===== src/ufc_defines.vh =====
// constants for the serial channel flow control block
// assumes: included by bare name from each design file
`ifndef UFC_DEFINES_VH
`define UFC_DEFINES_VH
// ------------------------------------------------------------
// register byte offsets on the apb bus
// ------------------------------------------------------------
`define UFC_OFF_DATA 8'h00
`define UFC_OFF_IER 8'h04
`define UFC_OFF_IIR 8'h08
`define UFC_OFF_FCR 8'h0C
`define UFC_OFF_LCR 8'h10
`define UFC_OFF_MCR 8'h14
`define UFC_OFF_EFR 8'h18
`define UFC_OFF_TCR 8'h1C
`define UFC_OFF_TLR 8'h20
`define UFC_OFF_DIV 8'h24
`define UFC_OFF_XON1 8'h28
`define UFC_OFF_XON2 8'h2C
`define UFC_OFF_XOFF1 8'h30
`define UFC_OFF_XOFF2 8'h34
`define UFC_OFF_STAT 8'h38
// ------------------------------------------------------------
// field positions
// ------------------------------------------------------------
`define UFC_EFR_AUTO_CTS 7
`define UFC_EFR_AUTO_RTS 6
`define UFC_EFR_SPECIAL 5
`define UFC_MCR_RTS 1
`define UFC_MCR_XON_ANY 5
`define UFC_IER_XOFF 5
`define UFC_FCR_EN 0
// ------------------------------------------------------------
// reset values and codes
// ------------------------------------------------------------
`define UFC_RST_REG 8'h00
`define UFC_RST_DIV 16'h0001
`define UFC_IIR_NONE 8'h01
`define UFC_IIR_XOFF 8'h10
// ------------------------------------------------------------
// sizes and timing counts
// ------------------------------------------------------------
`define UFC_DEPTH 7'h40
`define UFC_DEPTH_OFF 7'h01
`define UFC_OSR_LAST 4'hF
`define UFC_OSR_MID 4'h7
`define UFC_BITS_MIN_LAST 3'h4
`define UFC_RX_TRIG0 7'h08
`define UFC_RX_TRIG1 7'h10
`define UFC_RX_TRIG2 7'h38
`define UFC_RX_TRIG3 7'h3C
`define UFC_TX_TRIG0 7'h08
`define UFC_TX_TRIG1 7'h10
`define UFC_TX_TRIG2 7'h20
`define UFC_TX_TRIG3 7'h38
`endif


===== src/ufc_channel.v =====
// ufc_channel: one serial channel with fifos, hardware and software flow control
// assumes: apb master on pclk; serial_in and cts_n are asynchronous pins
`include "ufc_defines.vh"
`default_nettype none
module ufc_channel (
  input wire pclk,
  input wire presetn,
  input wire psel,
  input wire penable,
  input wire pwrite,
  input wire [7:0] paddr,
  input wire [31:0] pwdata,
  output reg [31:0] prdata,
  output reg pready,
  output reg pslverr,
  input wire serial_in,
  input wire cts_n,
  output reg serial_out,
  output reg rts_n,
  output reg irq,
  output reg rx_dma_request_n,
  output reg tx_dma_request_n
);
  // one-hot states of both shifters
  localparam [3:0] ST_IDLE = 4'b0001;
  localparam [3:0] ST_START = 4'b0010;
  localparam [3:0] ST_DATA = 4'b0100;
  localparam [3:0] ST_STOP = 4'b1000;
  // ------------------------------------------------------------
  // registers and state
  // ------------------------------------------------------------
  reg [7:0] interrupt_enable_reg, fifo_control_reg, lcr, modem_control_reg, enhanced_feature_reg, flow_threshold_reg, trigger_level_reg; // software control
  reg [7:0] xon1, xon2, xoff1, xoff2; // flow characters
  reg [15:0] div; // baud divisor
  reg [1:0] sync1, sync2; // {cts_n, serial_in} synchronisers
  reg xoff_int; // iir bit 4 source
  reg xoff_hold; // remote asked us to stop
  reg rts_on; // auto rts state
  reg [15:0] bd_cnt;
  reg tick; // 16x oversample enable
  reg [3:0] rx_st, tx_st;
  reg [3:0] rx_tk, tx_tk;
  reg [2:0] rx_bc, tx_bc;
  reg [7:0] rx_sh, tx_sh;
  reg rx_done; // one-cycle pulse per received char
  reg [7:0] rx_byte;
  reg [2:0] rx_err; // {break, framing, parity}
  reg hold_v; // char waiting for re-evaluation
  reg [7:0] hold_d;
  reg [2:0] hold_e;
  reg pend_v; // first of a pair seen
  reg pend_off; // pending pair is xoff
  reg [7:0] pend_d;
  reg rx_push;
  reg [10:0] rx_pdata;
  reg xoff_sent; // we have sent xoff to remote
  reg seq; // second char of a pair pending
  reg [1:0] sent_mode; // tx mode in force when xoff went out
  reg [31:0] rd_mux;
  reg rd_hit;
  reg [6:0] rx_trig, tx_trig;
  // ------------------------------------------------------------
  // apb access
  // ------------------------------------------------------------
  wire acc = psel & penable & pready;
  wire wr = acc & pwrite;
  wire rd = acc & ~pwrite;
  wire rxd = sync2[0];
  wire cts_s = sync2[1];
  wire [6:0] cap = fifo_control_reg[`UFC_FCR_EN] ? `UFC_DEPTH : `UFC_DEPTH_OFF;
  wire [6:0] rx_count, tx_count;
  wire [10:0] rx_head;
  wire [7:0] tx_head;
  wire rx_full, rx_empty, tx_full, tx_empty;
  wire tx_push = wr & (paddr == `UFC_OFF_DATA);
  wire rx_pop = rd & (paddr == `UFC_OFF_DATA);
  reg tx_pop;
  // fifos: rx carries 8 data bits plus 3 error bits
  ufc_fifo #(.W(11)) u_rx_fifo (
    .pclk(pclk), .presetn(presetn), .push(rx_push), .push_data(rx_pdata),
    .pop(rx_pop), .cap(cap), .head(rx_head), .count(rx_count),
    .full(rx_full), .empty(rx_empty));
  ufc_fifo #(.W(8)) u_tx_fifo (
    .pclk(pclk), .presetn(presetn), .push(tx_push), .push_data(pwdata[7:0]),
    .pop(tx_pop), .cap(cap), .head(tx_head), .count(tx_count),
    .full(tx_full), .empty(tx_empty));
  // read mux and decode; unmapped addresses answer with pslverr
  always @* begin
    rd_hit = 1'b1;
    rd_mux = 32'h0000_0000;
    if (paddr == `UFC_OFF_DATA) begin
      rd_mux[10:0] = rx_head;
    end else if (paddr == `UFC_OFF_IER) begin
      rd_mux[7:0] = interrupt_enable_reg;
    end else if (paddr == `UFC_OFF_IIR) begin
      rd_mux[7:0] = xoff_int ? `UFC_IIR_XOFF : `UFC_IIR_NONE;
    end else if (paddr == `UFC_OFF_FCR) begin
      rd_mux[7:0] = fifo_control_reg;
    end else if (paddr == `UFC_OFF_LCR) begin
      rd_mux[7:0] = lcr;
    end else if (paddr == `UFC_OFF_MCR) begin
      rd_mux[7:0] = modem_control_reg;
    end else if (paddr == `UFC_OFF_EFR) begin
      rd_mux[7:0] = enhanced_feature_reg;
    end else if (paddr == `UFC_OFF_TCR) begin
      rd_mux[7:0] = flow_threshold_reg;
    end else if (paddr == `UFC_OFF_TLR) begin
      rd_mux[7:0] = trigger_level_reg;
    end else if (paddr == `UFC_OFF_DIV) begin
      rd_mux[15:0] = div;
    end else if (paddr == `UFC_OFF_XON1) begin
      rd_mux[7:0] = xon1;
    end else if (paddr == `UFC_OFF_XON2) begin
      rd_mux[7:0] = xon2;
    end else if (paddr == `UFC_OFF_XOFF1) begin
      rd_mux[7:0] = xoff1;
    end else if (paddr == `UFC_OFF_XOFF2) begin
      rd_mux[7:0] = xoff2;
    end else if (paddr == `UFC_OFF_STAT) begin
      rd_mux[19:0] = {~cts_s, rts_on, xoff_sent, xoff_hold, 1'b0, tx_count,
                      1'b0, rx_count};
    end else begin
      rd_hit = 1'b0;
    end
  end
  // no wait state: answer is latched in the setup cycle
  always @(posedge pclk or negedge presetn) begin
    if (!presetn) begin
      pready <= 1'b0;
      prdata <= 32'h0000_0000;
      pslverr <= 1'b0;
    end else begin
      pready <= psel & ~penable;
      if (psel & ~penable) begin
        prdata <= pwrite ? 32'h0000_0000 : rd_mux;
        pslverr <= ~rd_hit;
      end
    end
  end
  // software writable registers
  always @(posedge pclk or negedge presetn) begin
    if (!presetn) begin
      interrupt_enable_reg <= `UFC_RST_REG;
      fifo_control_reg <= `UFC_RST_REG;
      lcr <= `UFC_RST_REG;
      modem_control_reg <= `UFC_RST_REG;
      enhanced_feature_reg <= `UFC_RST_REG;
      flow_threshold_reg <= `UFC_RST_REG;
      trigger_level_reg <= `UFC_RST_REG;
      div <= `UFC_RST_DIV;
      xon1 <= `UFC_RST_REG;
      xon2 <= `UFC_RST_REG;
      xoff1 <= `UFC_RST_REG;
      xoff2 <= `UFC_RST_REG;
    end else if (wr) begin
      if (paddr == `UFC_OFF_IER) begin
        interrupt_enable_reg <= pwdata[7:0];
      end else if (paddr == `UFC_OFF_FCR) begin
        fifo_control_reg <= pwdata[7:0];
      end else if (paddr == `UFC_OFF_LCR) begin
        lcr <= pwdata[7:0];
      end else if (paddr == `UFC_OFF_MCR) begin
        modem_control_reg <= pwdata[7:0];
      end else if (paddr == `UFC_OFF_EFR) begin
        enhanced_feature_reg <= pwdata[7:0];
      end else if (paddr == `UFC_OFF_TCR) begin
        flow_threshold_reg <= pwdata[7:0];
      end else if (paddr == `UFC_OFF_TLR) begin
        trigger_level_reg <= pwdata[7:0];
      end else if (paddr == `UFC_OFF_DIV) begin
        div <= pwdata[15:0];
      end else if (paddr == `UFC_OFF_XON1) begin
        xon1 <= pwdata[7:0];
      end else if (paddr == `UFC_OFF_XON2) begin
        xon2 <= pwdata[7:0];
      end else if (paddr == `UFC_OFF_XOFF1) begin
        xoff1 <= pwdata[7:0];
      end else if (paddr == `UFC_OFF_XOFF2) begin
        xoff2 <= pwdata[7:0];
      end
    end
  end
  // ------------------------------------------------------------
  // pin synchronisers and baud divider
  // ------------------------------------------------------------
  // divisor 0 behaves as 1 so the tick never stops
  wire [15:0] div_eff = (div == 16'h0000) ? 16'h0001 : div;
  always @(posedge pclk or negedge presetn) begin
    if (!presetn) begin
      sync1 <= 2'b11;
      sync2 <= 2'b11;
      bd_cnt <= 16'h0000;
      tick <= 1'b0;
    end else begin
      sync1 <= {cts_n, serial_in};
      sync2 <= sync1;
      if (bd_cnt >= div_eff - 16'h0001) begin
        bd_cnt <= 16'h0000;
        tick <= 1'b1;
      end else begin
        bd_cnt <= bd_cnt + 16'h0001;
        tick <= 1'b0;
      end
    end
  end
  // ------------------------------------------------------------
  // trigger levels and dma requests
  // ------------------------------------------------------------
  // a nonzero tlr nibble overrides the fixed fcr choice, in steps of 4
  always @* begin
    if (!fifo_control_reg[`UFC_FCR_EN]) begin
      rx_trig = `UFC_DEPTH_OFF;
      tx_trig = `UFC_DEPTH_OFF;
    end else begin
      case (fifo_control_reg[7:6])
        2'b00: rx_trig = `UFC_RX_TRIG0;
        2'b01: rx_trig = `UFC_RX_TRIG1;
        2'b10: rx_trig = `UFC_RX_TRIG2;
        default: rx_trig = `UFC_RX_TRIG3;
      endcase
      case (fifo_control_reg[5:4])
        2'b00: tx_trig = `UFC_TX_TRIG0;
        2'b01: tx_trig = `UFC_TX_TRIG1;
        2'b10: tx_trig = `UFC_TX_TRIG2;
        default: tx_trig = `UFC_TX_TRIG3;
      endcase
      if (trigger_level_reg[7:4] != 4'h0) begin
        rx_trig = {1'b0, trigger_level_reg[7:4], 2'b00};
      end
      if (trigger_level_reg[3:0] != 4'h0) begin
        tx_trig = {1'b0, trigger_level_reg[3:0], 2'b00};
      end
    end
  end
  wire [6:0] halt_lvl = {1'b0, flow_threshold_reg[3:0], 2'b00};
  wire [6:0] resume_lvl = {1'b0, flow_threshold_reg[7:4], 2'b00};
  // rts, irq and dma pins, all straight from flops
  always @(posedge pclk or negedge presetn) begin
    if (!presetn) begin
      rts_on <= 1'b1;
      rts_n <= 1'b1;
      irq <= 1'b0;
      rx_dma_request_n <= 1'b1;
      tx_dma_request_n <= 1'b0;
    end else begin
      if (rx_count >= halt_lvl) begin
        rts_on <= 1'b0;
      end else if (rx_count <= resume_lvl) begin
        rts_on <= 1'b1;
      end
      rts_n <= enhanced_feature_reg[`UFC_EFR_AUTO_RTS] ? ~rts_on : ~modem_control_reg[`UFC_MCR_RTS];
      irq <= xoff_int & interrupt_enable_reg[`UFC_IER_XOFF];
      rx_dma_request_n <= ~(rx_count >= rx_trig);
      tx_dma_request_n <= ~((cap - tx_count) >= tx_trig);
    end
  end
  // ------------------------------------------------------------
  // receiver shifter: mid-bit sampling, break and framing checks
  // ------------------------------------------------------------
  wire [2:0] last_bit = `UFC_BITS_MIN_LAST + {1'b0, lcr[1:0]};
  always @(posedge pclk or negedge presetn) begin
    if (!presetn) begin
      rx_st <= ST_IDLE;
      rx_tk <= 4'h0;
      rx_bc <= 3'h0;
      rx_sh <= 8'h00;
      rx_done <= 1'b0;
      rx_byte <= 8'h00;
      rx_err <= 3'h0;
    end else begin
      rx_done <= 1'b0;
      if (tick) begin
        rx_tk <= rx_tk + 4'h1;
        case (rx_st)
          ST_IDLE: begin
            rx_tk <= 4'h0;
            if (!rxd) begin
              rx_st <= ST_START;
            end
          end
          ST_START: begin
            if (rx_tk == `UFC_OSR_MID) begin
              rx_tk <= 4'h0;
              rx_bc <= 3'h0;
              rx_st <= rxd ? ST_IDLE : ST_DATA; // false start is dropped
            end
          end
          ST_DATA: begin
            if (rx_tk == `UFC_OSR_LAST) begin
              rx_sh <= {rxd, rx_sh[7:1]};
              rx_bc <= rx_bc + 3'h1;
              if (rx_bc == last_bit) begin
                rx_st <= ST_STOP;
              end
            end
          end
          default: begin
            if (rx_tk == `UFC_OSR_LAST) begin
              rx_st <= ST_IDLE;
              rx_done <= 1'b1;
              rx_byte <= rx_sh >> (2'h3 - lcr[1:0]); // short words sit low
              rx_err <= {~rxd & (rx_sh == 8'h00), ~rxd, 1'b0};
            end
          end
        endcase
      end
    end
  end
  // ------------------------------------------------------------
  // receive flow character detection
  // ------------------------------------------------------------
  wire ev_v = rx_done | hold_v;
  wire [7:0] ev_d = rx_done ? rx_byte : hold_d;
  wire [2:0] ev_e = rx_done ? rx_err : hold_e;
  wire [1:0] rxm = enhanced_feature_reg[1:0];
  wire ev_ok = (ev_e == 3'h0) & (rxm != 2'b00);
  wire m_off = (rxm == 2'b01) ? (ev_d == xoff2) : (ev_d == xoff1);
  wire m_on = (rxm == 2'b01) ? (ev_d == xon2) : (ev_d == xon1);
  wire iir_rd = rd & (paddr == `UFC_OFF_IIR) & prdata[4];
  always @(posedge pclk or negedge presetn) begin
    if (!presetn) begin
      hold_v <= 1'b0;
      hold_d <= 8'h00;
      hold_e <= 3'h0;
      pend_v <= 1'b0;
      pend_off <= 1'b0;
      pend_d <= 8'h00;
      rx_push <= 1'b0;
      rx_pdata <= 11'h000;
      xoff_hold <= 1'b0;
      xoff_int <= 1'b0;
    end else begin
      rx_push <= 1'b0;
      hold_v <= 1'b0;
      if (iir_rd) begin
        xoff_int <= 1'b0;
      end
      if (ev_v) begin
        if (rxm == 2'b11 && pend_v) begin
          pend_v <= 1'b0;
          if (ev_ok && ev_d == (pend_off ? xoff2 : xon2)) begin
            xoff_hold <= pend_off;
            xoff_int <= pend_off & interrupt_enable_reg[`UFC_IER_XOFF];
          end else begin
            rx_push <= 1'b1;
            rx_pdata <= {3'h0, pend_d};
            hold_v <= 1'b1; // judge this char again next cycle
            hold_d <= ev_d;
            hold_e <= ev_e;
          end
        end else if (rxm == 2'b11 && ev_ok && (ev_d == xoff1 || ev_d == xon1)) begin
          pend_v <= 1'b1;
          pend_off <= (ev_d == xoff1);
          pend_d <= ev_d;
        end else if (rxm != 2'b11 && ev_ok && m_off) begin
          xoff_hold <= 1'b1;
          xoff_int <= interrupt_enable_reg[`UFC_IER_XOFF];
        end else if (rxm != 2'b11 && ev_ok && m_on) begin
          xoff_hold <= 1'b0;
          xoff_int <= 1'b0;
        end else begin
          rx_push <= 1'b1;
          rx_pdata <= {ev_e, ev_d};
          if (xoff_hold && modem_control_reg[`UFC_MCR_XON_ANY]) begin
            xoff_hold <= 1'b0;
            xoff_int <= 1'b0;
          end
          if (enhanced_feature_reg[`UFC_EFR_SPECIAL] && ev_e == 3'h0 && ev_d == xoff2) begin
            xoff_int <= 1'b1;
          end
        end
      end
    end
  end
  // ------------------------------------------------------------
  // transmit flow characters toward the remote
  // ------------------------------------------------------------
  wire [1:0] txm = enhanced_feature_reg[3:2];
  wire send_off = (txm != 2'b00) & ~xoff_sent & (rx_count > halt_lvl);
  wire send_on = xoff_sent & ((rx_count <= resume_lvl) | (txm != sent_mode));
  wire fl_req = seq | send_off | send_on;
  wire [1:0] md = (xoff_sent | seq) ? sent_mode : txm;
  wire use2 = (md == 2'b01) | seq;
  wire [7:0] fl_char = xoff_sent ? (use2 ? xon2 : xon1) : (use2 ? xoff2 : xoff1);
  wire cts_ok = ~enhanced_feature_reg[`UFC_EFR_AUTO_CTS] | ~cts_s;
  wire fl_go = tick & (tx_st == ST_IDLE) & cts_ok & fl_req;
  always @(posedge pclk or negedge presetn) begin
    if (!presetn) begin
      xoff_sent <= 1'b0;
      seq <= 1'b0;
      sent_mode <= 2'b00;
    end else if (fl_go) begin
      if (!xoff_sent && !seq) begin
        sent_mode <= txm;
      end
      if (md == 2'b11 && !seq) begin
        seq <= 1'b1; // pair: second char follows
      end else begin
        seq <= 1'b0;
        xoff_sent <= ~xoff_sent;
      end
    end
  end
  // ------------------------------------------------------------
  // transmitter shifter; cts checked only between bytes
  // ------------------------------------------------------------
  always @(posedge pclk or negedge presetn) begin
    if (!presetn) begin
      tx_st <= ST_IDLE;
      tx_tk <= 4'h0;
      tx_bc <= 3'h0;
      tx_sh <= 8'h00;
      tx_pop <= 1'b0;
      serial_out <= 1'b1;
    end else begin
      tx_pop <= 1'b0;
      if (tick) begin
        tx_tk <= tx_tk + 4'h1;
        case (tx_st)
          ST_IDLE: begin
            tx_tk <= 4'h0;
            serial_out <= 1'b1;
            if (cts_ok && fl_req) begin
              tx_sh <= fl_char;
              serial_out <= 1'b0;
              tx_st <= ST_START;
            end else if (cts_ok && !tx_empty && !xoff_hold) begin
              tx_sh <= tx_head;
              tx_pop <= 1'b1;
              serial_out <= 1'b0;
              tx_st <= ST_START;
            end
          end
          ST_START: begin
            if (tx_tk == `UFC_OSR_LAST) begin
              tx_bc <= 3'h0;
              serial_out <= tx_sh[0];
              tx_sh <= {1'b0, tx_sh[7:1]};
              tx_st <= ST_DATA;
            end
          end
          ST_DATA: begin
            if (tx_tk == `UFC_OSR_LAST) begin
              tx_bc <= tx_bc + 3'h1;
              if (tx_bc == last_bit) begin
                serial_out <= 1'b1;
                tx_st <= ST_STOP;
              end else begin
                serial_out <= tx_sh[0];
                tx_sh <= {1'b0, tx_sh[7:1]};
              end
            end
          end
          default: begin
            if (tx_tk == `UFC_OSR_LAST) begin
              tx_st <= ST_IDLE;
            end
          end
        endcase
      end
    end
  end
endmodule // ufc_channel
`default_nettype wire


===== src/ufc_fifo.v =====
// ufc_fifo: 64-entry first-word-fall-through buffer with a capacity limit
// assumes: one clock, push and pop from logic on that clock
`include "ufc_defines.vh"
`default_nettype none
module ufc_fifo #(
  parameter W = 8
) (
  input wire pclk,
  input wire presetn,
  input wire push,
  input wire [W-1:0] push_data,
  input wire pop,
  input wire [6:0] cap,
  output wire [W-1:0] head,
  output wire [6:0] count,
  output wire full,
  output wire empty
);
  reg [W-1:0] mem [0:63]; // storage, not reset
  reg [5:0] wr_ptr; // wraps naturally at 64
  reg [5:0] rd_ptr;
  reg [6:0] cnt;
  wire do_push;
  wire do_pop;
  // cap shrinks the buffer to one entry while fifo mode is off
  assign full = (cnt >= cap);
  assign empty = (cnt == 7'h00);
  assign do_push = push & ~full; // overflow drops the byte
  assign do_pop = pop & ~empty;
  assign head = mem[rd_ptr];
  assign count = cnt;
  // ------------------------------------------------------------
  // pointers and level
  // ------------------------------------------------------------
  always @(posedge pclk or negedge presetn) begin
    if (!presetn) begin
      wr_ptr <= 6'h00;
      rd_ptr <= 6'h00;
      cnt <= 7'h00;
    end else begin
      if (do_push) begin
        wr_ptr <= wr_ptr + 6'h01;
      end
      if (do_pop) begin
        rd_ptr <= rd_ptr + 6'h01;
      end
      if (do_push & ~do_pop) begin
        cnt <= cnt + 7'h01;
      end else if (do_pop & ~do_push) begin
        cnt <= cnt - 7'h01;
      end
    end
  end
  // data array write
  always @(posedge pclk) begin
    if (do_push) begin
      mem[wr_ptr] <= push_data;
    end
  end
endmodule // ufc_fifo
`default_nettype wire


===== config.mk =====
export PLATFORM = sky130hd
export DESIGN_NAME = ufc_channel
export DESIGN_NICKNAME = d
export VERILOG_FILES = /design/src/ufc_channel.v /design/src/ufc_fifo.v
export VERILOG_INCLUDE_DIRS = /design/src
export SDC_FILE = /design/constraint.sdc
export NUM_CORES = 2
export LEC_CHECK = 0
export BUFFER_PORTS_ARGS = -buffer_cell sky130_fd_sc_hd__buf_2
export CORE_MARGIN = 3
export CORE_UTILIZATION = 61
export CTS_CLUSTER_SIZE = 10
export DETAILED_ROUTE_END_ITERATION = 10
export PLACE_DENSITY = 0.88
export SETUP_SLACK_MARGIN = 0.15
export SLEW_MARGIN = 0
export SYNTH_ARGS = -nofsm -noshare
export SYNTH_HDL_FRONTEND = slang
export SYNTH_SLANG_ARGS = --single-unit

===== constraint.sdc =====
create_clock -name pclk -period 6 [get_ports pclk]
set_clock_uncertainty 0.05 [all_clocks]
set_input_delay 1.2 -clock pclk [delete_from_list [all_inputs] [get_ports pclk]]
set_output_delay 1.2 -clock pclk [all_outputs]
set_load 0.01 [all_outputs]

Yosys cells after proc, flatten, opt, wreduce, memory -nomap -nowiden. Memories as Yosys holds them, arrays and structs flattened. Cells that the tools add are included.

Add/subtract/negate cells: 17. Multipliers: 0. Div/mod/pow operators: 0. Magnitude comparators: 8. Equality and inequality tests: 54. Shifts and indexed selects: 1. Muxes and demuxes: 163. Bitwise gates (word level): 68. Reduce and logical (&&, ||, !) cells: 70.

Operators by type and width (count): $mux 20 (16); $mux 8 (22); $mux 12 (12); $mux 11 (6); $mux 1 (63); $mux 7 (9); $eq 8x6->1 const B (7); $mux 4 (14); $mux 16 (3); $eq 8x8->1 (5); $pmux 6 s3 (2); $not 1->1 (34); $eq 8x5->1 const B (4); $ge 7x7->1 (4); $and 1x1->1 (27); $ne 2x2->1 const B (13); $add 6x1->6 const B (4); $pmux 4 s3 (2); $pmux 8 s3 (1); $reduce_and 6->1 (4); $reduce_and 4->1 (5); $mux 3 (6); $reduce_bool 2->1 (9); $add 16x1->16 const B (1); 53 further kinds (108).

Bits in registers: 293. Latch bits: 0. Bits in writable memories: 1216. Memory bits (read-only): 0. Input port bits: 47. Output and inout port bits: 39. Word-level logic and storage cells: 439. Memories: 2.

Memories: u_rx_fifo.mem (depth 64, bits a word 11, read ports 1, clocked after memory_dff 0, wr ports 1, line ufc_fifo.v:19) `reg [W-1:0] mem [0:63];`; u_tx_fifo.mem (depth 64, bits a word 8, read ports 1, clocked after memory_dff 0, wr ports 1, line ufc_fifo.v:19).

Longest topological paths before layout.
Depth in word-level cells: 31. Gate-level depth with buffers: 17. Mapped depth without buffers: 15.

Modules after synthesis. A second synthesis with hierarchy kept.

Cells, all modules: 3904. Area, all modules: 63594.7 um2.

By module, submodules not included: ufc_fifo (u_rx_fifo) (times used 1, cells an instance 1397, area an instance 28432.3 um2, seq. area each 21615.7 um2); ufc_fifo (u_tx_fifo) (times used 1, cells an instance 1133, area an instance 21310.4 um2, seq. area each 15850.2 um2); ufc_channel (times used 1, cells an instance 1374, area an instance 13852.0 um2, seq. area each 6094.6 um2).

Worst setup path before layout. Ideal clock, no wire load.

Path kind: input to register. Start point: input paddr[5]. End point: register u_rx_fifo.cnt[6] (netlist: u_rx_fifo.count[6]). Library setup time: 0.131 ns. Arrival time: 4.266 ns. Required time: 5.819 ns. Slack: 1.554 ns. Stages on the path: 16. Path through: clkbuf_2 > or4_1 > clkbuf_1 > nor2_1 > clkbuf_1 > nand3_1 > ha_1 > inv_1 > ha_1 > a21o_1 > a21oi_1 > o21bai_1 > a21oi_1 > xnor2_1 > nor2_1 > xor2_1.

Cells in the longest elaborated chain, start to end: 6. Elaborated cells between the ends (all ways): 8.

Ends and longest elaborated chain: start, declared (line ufc_channel.v:11) `input wire [7:0] paddr,`; $logic_not 8->1 (no line) (*); $and 1x1->1 (*) (line ufc_channel.v:76) `` wire rx_pop = rd & (paddr == `UFC_OFF_DATA); ``; $and 1x1->1 (*) (line ufc_fifo.v:29) `assign do_pop = pop & ~empty;`; $not 1->1 (line ufc_fifo.v:47) `if (do_push & ~do_pop) begin`; $and 1x1->1 (line ufc_fifo.v:47); $mux 7 or $reduce_bool 2->1 (tied branches); end signal, assigned (line ufc_fifo.v:48) `cnt <= cnt + 7'h01;`; end signal, assigned (line ufc_fifo.v:50) `cnt <= cnt - 7'h01;`; end, declared (line ufc_fifo.v:22) `reg [6:0] cnt;`.

Every way passes the cells marked *; elsewhere a longest branch is shown, timed or not. A chain may end at the register's enable or synchronous reset.

Final worst setup path.
Start point: register fifo_control_reg[0]. End point: memory u_rx_fifo.mem[57][8] (enable).

Cells in the longest elaborated chain, start to end: 6.

Ends and longest elaborated chain: start, declared (line ufc_channel.v:32) `reg [7:0] interrupt_enable_reg, fifo_control_reg, lcr, modem_control_reg, enhanced_feature_reg, flow_threshold ...`; start signal, assigned (line ufc_channel.v:144) `` fifo_control_reg <= `UFC_RST_REG; ``; start signal, assigned (line ufc_channel.v:159) `fifo_control_reg <= pwdata[7:0];`; $mux 7 (no line); $ge 7x7->1 (line ufc_fifo.v:26) `assign full = (cnt >= cap);`; $not 1->1 (line ufc_fifo.v:28) `assign do_push = push & ~full;`; $and 1x1->1 (line ufc_fifo.v:28); $mux 1 (line ufc_fifo.v:56) `if (do_push) begin`; $mux 1 (not written as such) (line ufc_fifo.v:57) `mem[wr_ptr] <= push_data;`; end, declared (line ufc_fifo.v:19).

No other way between the ends.

==> impl_metrics.py <==
metrics = {
    "global_route": {
        "grt_overflow_total": 0,
        "grt_max_degree": 117,
        "antenna_found_initial": 4,
        "met3_usage_pct": 7.90,
        "grt_usage_pct": 30.4,
        "use_met2_pct": 50.1,
        "grt_pass1_wl_um": 238000,
        "grt-busiest-layer": "met2",
        "met1_usage_pct": 38.2,
        "first_global_vias": 35900,
    },
    "floorplan": {
        "core.rowCount": 116,
        "dieArea_sq_um": 106000,
        "die_y_um": 326,
        "io_pins": 86,
        "start_util_pct": 61.9,
        "core-area_sq_um": 101000,
        "die_w_um": 326,
    },
    "cells_and_area": {
        "post_route_cells_drive_above_1_share_pct": 24.5,
        "synthToLayoutAreaGrowth_pct": 10.5,
        "nets": 3655,
        "largest_reg_flops": 704,
        "top_register": "u_rx_fifo.mem",
        "finalInstanceArea_sq_um": 69000,
        "final_cells": 4997,
        "top_regs": "u_rx_fifo.mem x704, u_tx_fifo.mem x512, prdata x20",
    },
    "route": {
        "wirelength_um": 159000,
        "drtIter0Drc": 5044,
        "ant_nets": 0,
        "via_count": 34700,
        "avgRoutedWirePerCell_um": 31.8,
        "vias_per_cell": 6.94,
        "drc": 0,
        "drt_first_pass_iters": 6,
    },
    "cts": {
        "cts_tree": "done",
        "clkLatencyLatePin_ns": 0.79,
        "clock-root-buffer": "clkbuf_16",
        "cts_buffers": 169,
        "cts_setup_buffers": 0,
        "cts_max_level": 4,
        "clk_pin_slew_ns": 0.06,
        "cts-resized-gates": 0,
        "postCtsHoldBufs": 0,
        "cts.sinks": 1497,
        "clock_path_buffers": 3,
    },
    "timing": {
        "setup_viol": 0,
        "holdWs_ns": 0.314,
        "tns_ns": 0,
        "rsz0062_at_grt": "false",
        "drv_slew": 0,
        "fin_crit_sh_pct": 83.5,
        "worst_pin_slew_ns": 1.32,
        "hold_viol_final": 0,
        "post-route-min-period_ns": 5.01,
        "relSlewSlack_pct": 12.1,
        "max_freq_mhz": 200,
    },
    "placement": {
        "placed_cell_area_sq_um": 64100,
        "dp.cells": 4729,
        "hpwl_um": 90100,
        "gp_congestion": 0.940,
        "port_buffers": 57,
    },
    "yosys": {
        "synthArstFlopShare_pct": 18.8,
        "synth_largest_area_cell": "edfxtp_1",
        "synth_cells": 3454,
        "synth_edf_count": 1216,
        "synthDistinctLibCells": 84,
        "synthTopCellsByArea": "edfxtp_1 58%, mux4_2 14%, dfrtp_1 11%, mux2_2 2.5%, nor2_1 1.4%",
        "synth.yosys.warnings": 0,
        "synth_most_common_cell": "edfxtp_1",
        "synth_top_flop_cell": "edfxtp_1",
        "synth_top_area_share_pct": 58.4,
        "ys_seq_area_share_pct": 69.7,
        "ys_ff_latch": 1497,
        "synth_common_cells": "1216 x edfxtp_1, 386 x mux4_2, 270 x dfrtp_1",
        "syn-cell-area_sq_um": 62500,
        "syn_avg_cell_area_sq_um": 18.1,
    },
    "run": {
        "drv_cap": 0,
    },
    "setup_path": {
        "cp-start-kind": "flop",
        "path_class": "flop to flop",
        "crit_arrival_ns": 5.34,
        "crit_path_end_kind": "flop",
        "cp.required_ns": 6.33,
        "path_max_fanout": 11,
    },
    "pwr": {
        "leakage_nw": 23.4,
        "vdd_drop_max_uv": 400,
        "total_power_mw": 24.2,
        "power_density_nw_per_um2": 350,
    },
    "status": {
        "status": "finished, final reports clean",
    },
    "min_path": {
        "min_path_type": "flop to flop",
    },
}
cell families (layout without fill, tap and decap cells):
kind of cell / count (synthesis) / in the layout / synth area share [%]
AND/OR/NAND/NOR: 597 / 597 / 4.70
buffers and inverters: 261 / 433 / 1.78
adder cells (fa/ha/maj): 65 / 65 / 1.33
AO/OA/AOI/OAI: 364 / 364 / 3.91
XOR/XNOR: 105 / 105 / 1.47
other: 1 / 15 / 0.00600
flip-flops: 1497 / 1497 / 69.7
multiplexers: 564 / 564 / 17.1
layout make-up:
| cell class | count | area [sq um] |
|---|---|---|
| diodes | 3 | 7.51 |
| fillers | 5832 | 31900 |
| flip-flops and latches | 1497 | 43600 |
| repair buffers | 103 | 728 |
| clock inverters | 16 | 324 |
| clock buffers | 249 | 4570 |
| inverters | 65 | 244 |
| multi-input cells | 1707 | 17900 |
| well taps | 1357 | 1700 |
critical path, stage by stage, from the launching register on:
cell and delay (ns):
dfrtp_1 0.53, inv_1 0.22, ha_1 0.34, or3b_2 0.48, o21ai_0 0.29, and3b_1 0.56, nor2b_1 0.42, nand3b_1 0.53
nor2_1 1.18
per-stage QoR:
| step | setup WS, ns | util [%] |
|---|---|---|
| after floorplan | 1.55 | - |
| after global placement | 1.18 | 63.6 |
| after detailed placement | 1.02 | 63.6 |
| after CTS | 1.17 | 68.4 |
| after global routing | 0.973 | 68.4 |
| final | 0.990 | 68.4 |
cells in the final DEF (no fill, tap or decap), types with 21 or more instances in the layout:
cell type / n
a21o_1: 21
a21oi_1: 73
a22oi_1: 50
buf_2: 56
buf_4: 39
clkbuf_1: 77
clkbuf_16: 170
dfrtp_1: 252
edfxtp_1: 1216
ha_1: 63
inv_1: 65
mux2_2: 136
mux2i_1: 33
mux4_2: 386
nand2_1: 127
nand3_1: 49
nor2_1: 228
o21ai_0: 90
xnor2_1: 82
xor2_1: 23
worst paths after layout:
kind / from / to / slack [ns] / cells after the start
setup / recovery: fifo_control_reg[0] / u_rx_fifo.mem[57][8] / 0.99 / 8
hold / removal: sync1[0] / sync2[0] / 0.31 / 0
setup reg to reg: fifo_control_reg[0] / u_rx_fifo.mem[57][8] / 0.99 / 8
hold reg to reg: sync1[0] / sync2[0] / 0.31 / 0
max in group asynchronous: presetn / u_rx_fifo.rd_ptr[0] / 4.36 / 2
min in group asynchronous: presetn / u_tx_fifo.wr_ptr[5] / 0.33 / 1
power by group:
group | internal (mW) | leakage [nW] | switching, mW
sequential | 11.3 | 15.0 | 0.309
clock | 5.31 | 2.34 | 4.15
combinational | 1.44 | 6.01 | 1.62
total | 18.1 | 23.4 | 6.08
layer usage:
layer	share of wire (%)	wire (um)	up-vias
met2	50	79700	2566
met1	34	54300	17600
met4	5.0	8030	4
li1	-	-	13900
met5	0.11	171	-
met3	11	16800	589
Power figures use the tool's default switching activity.
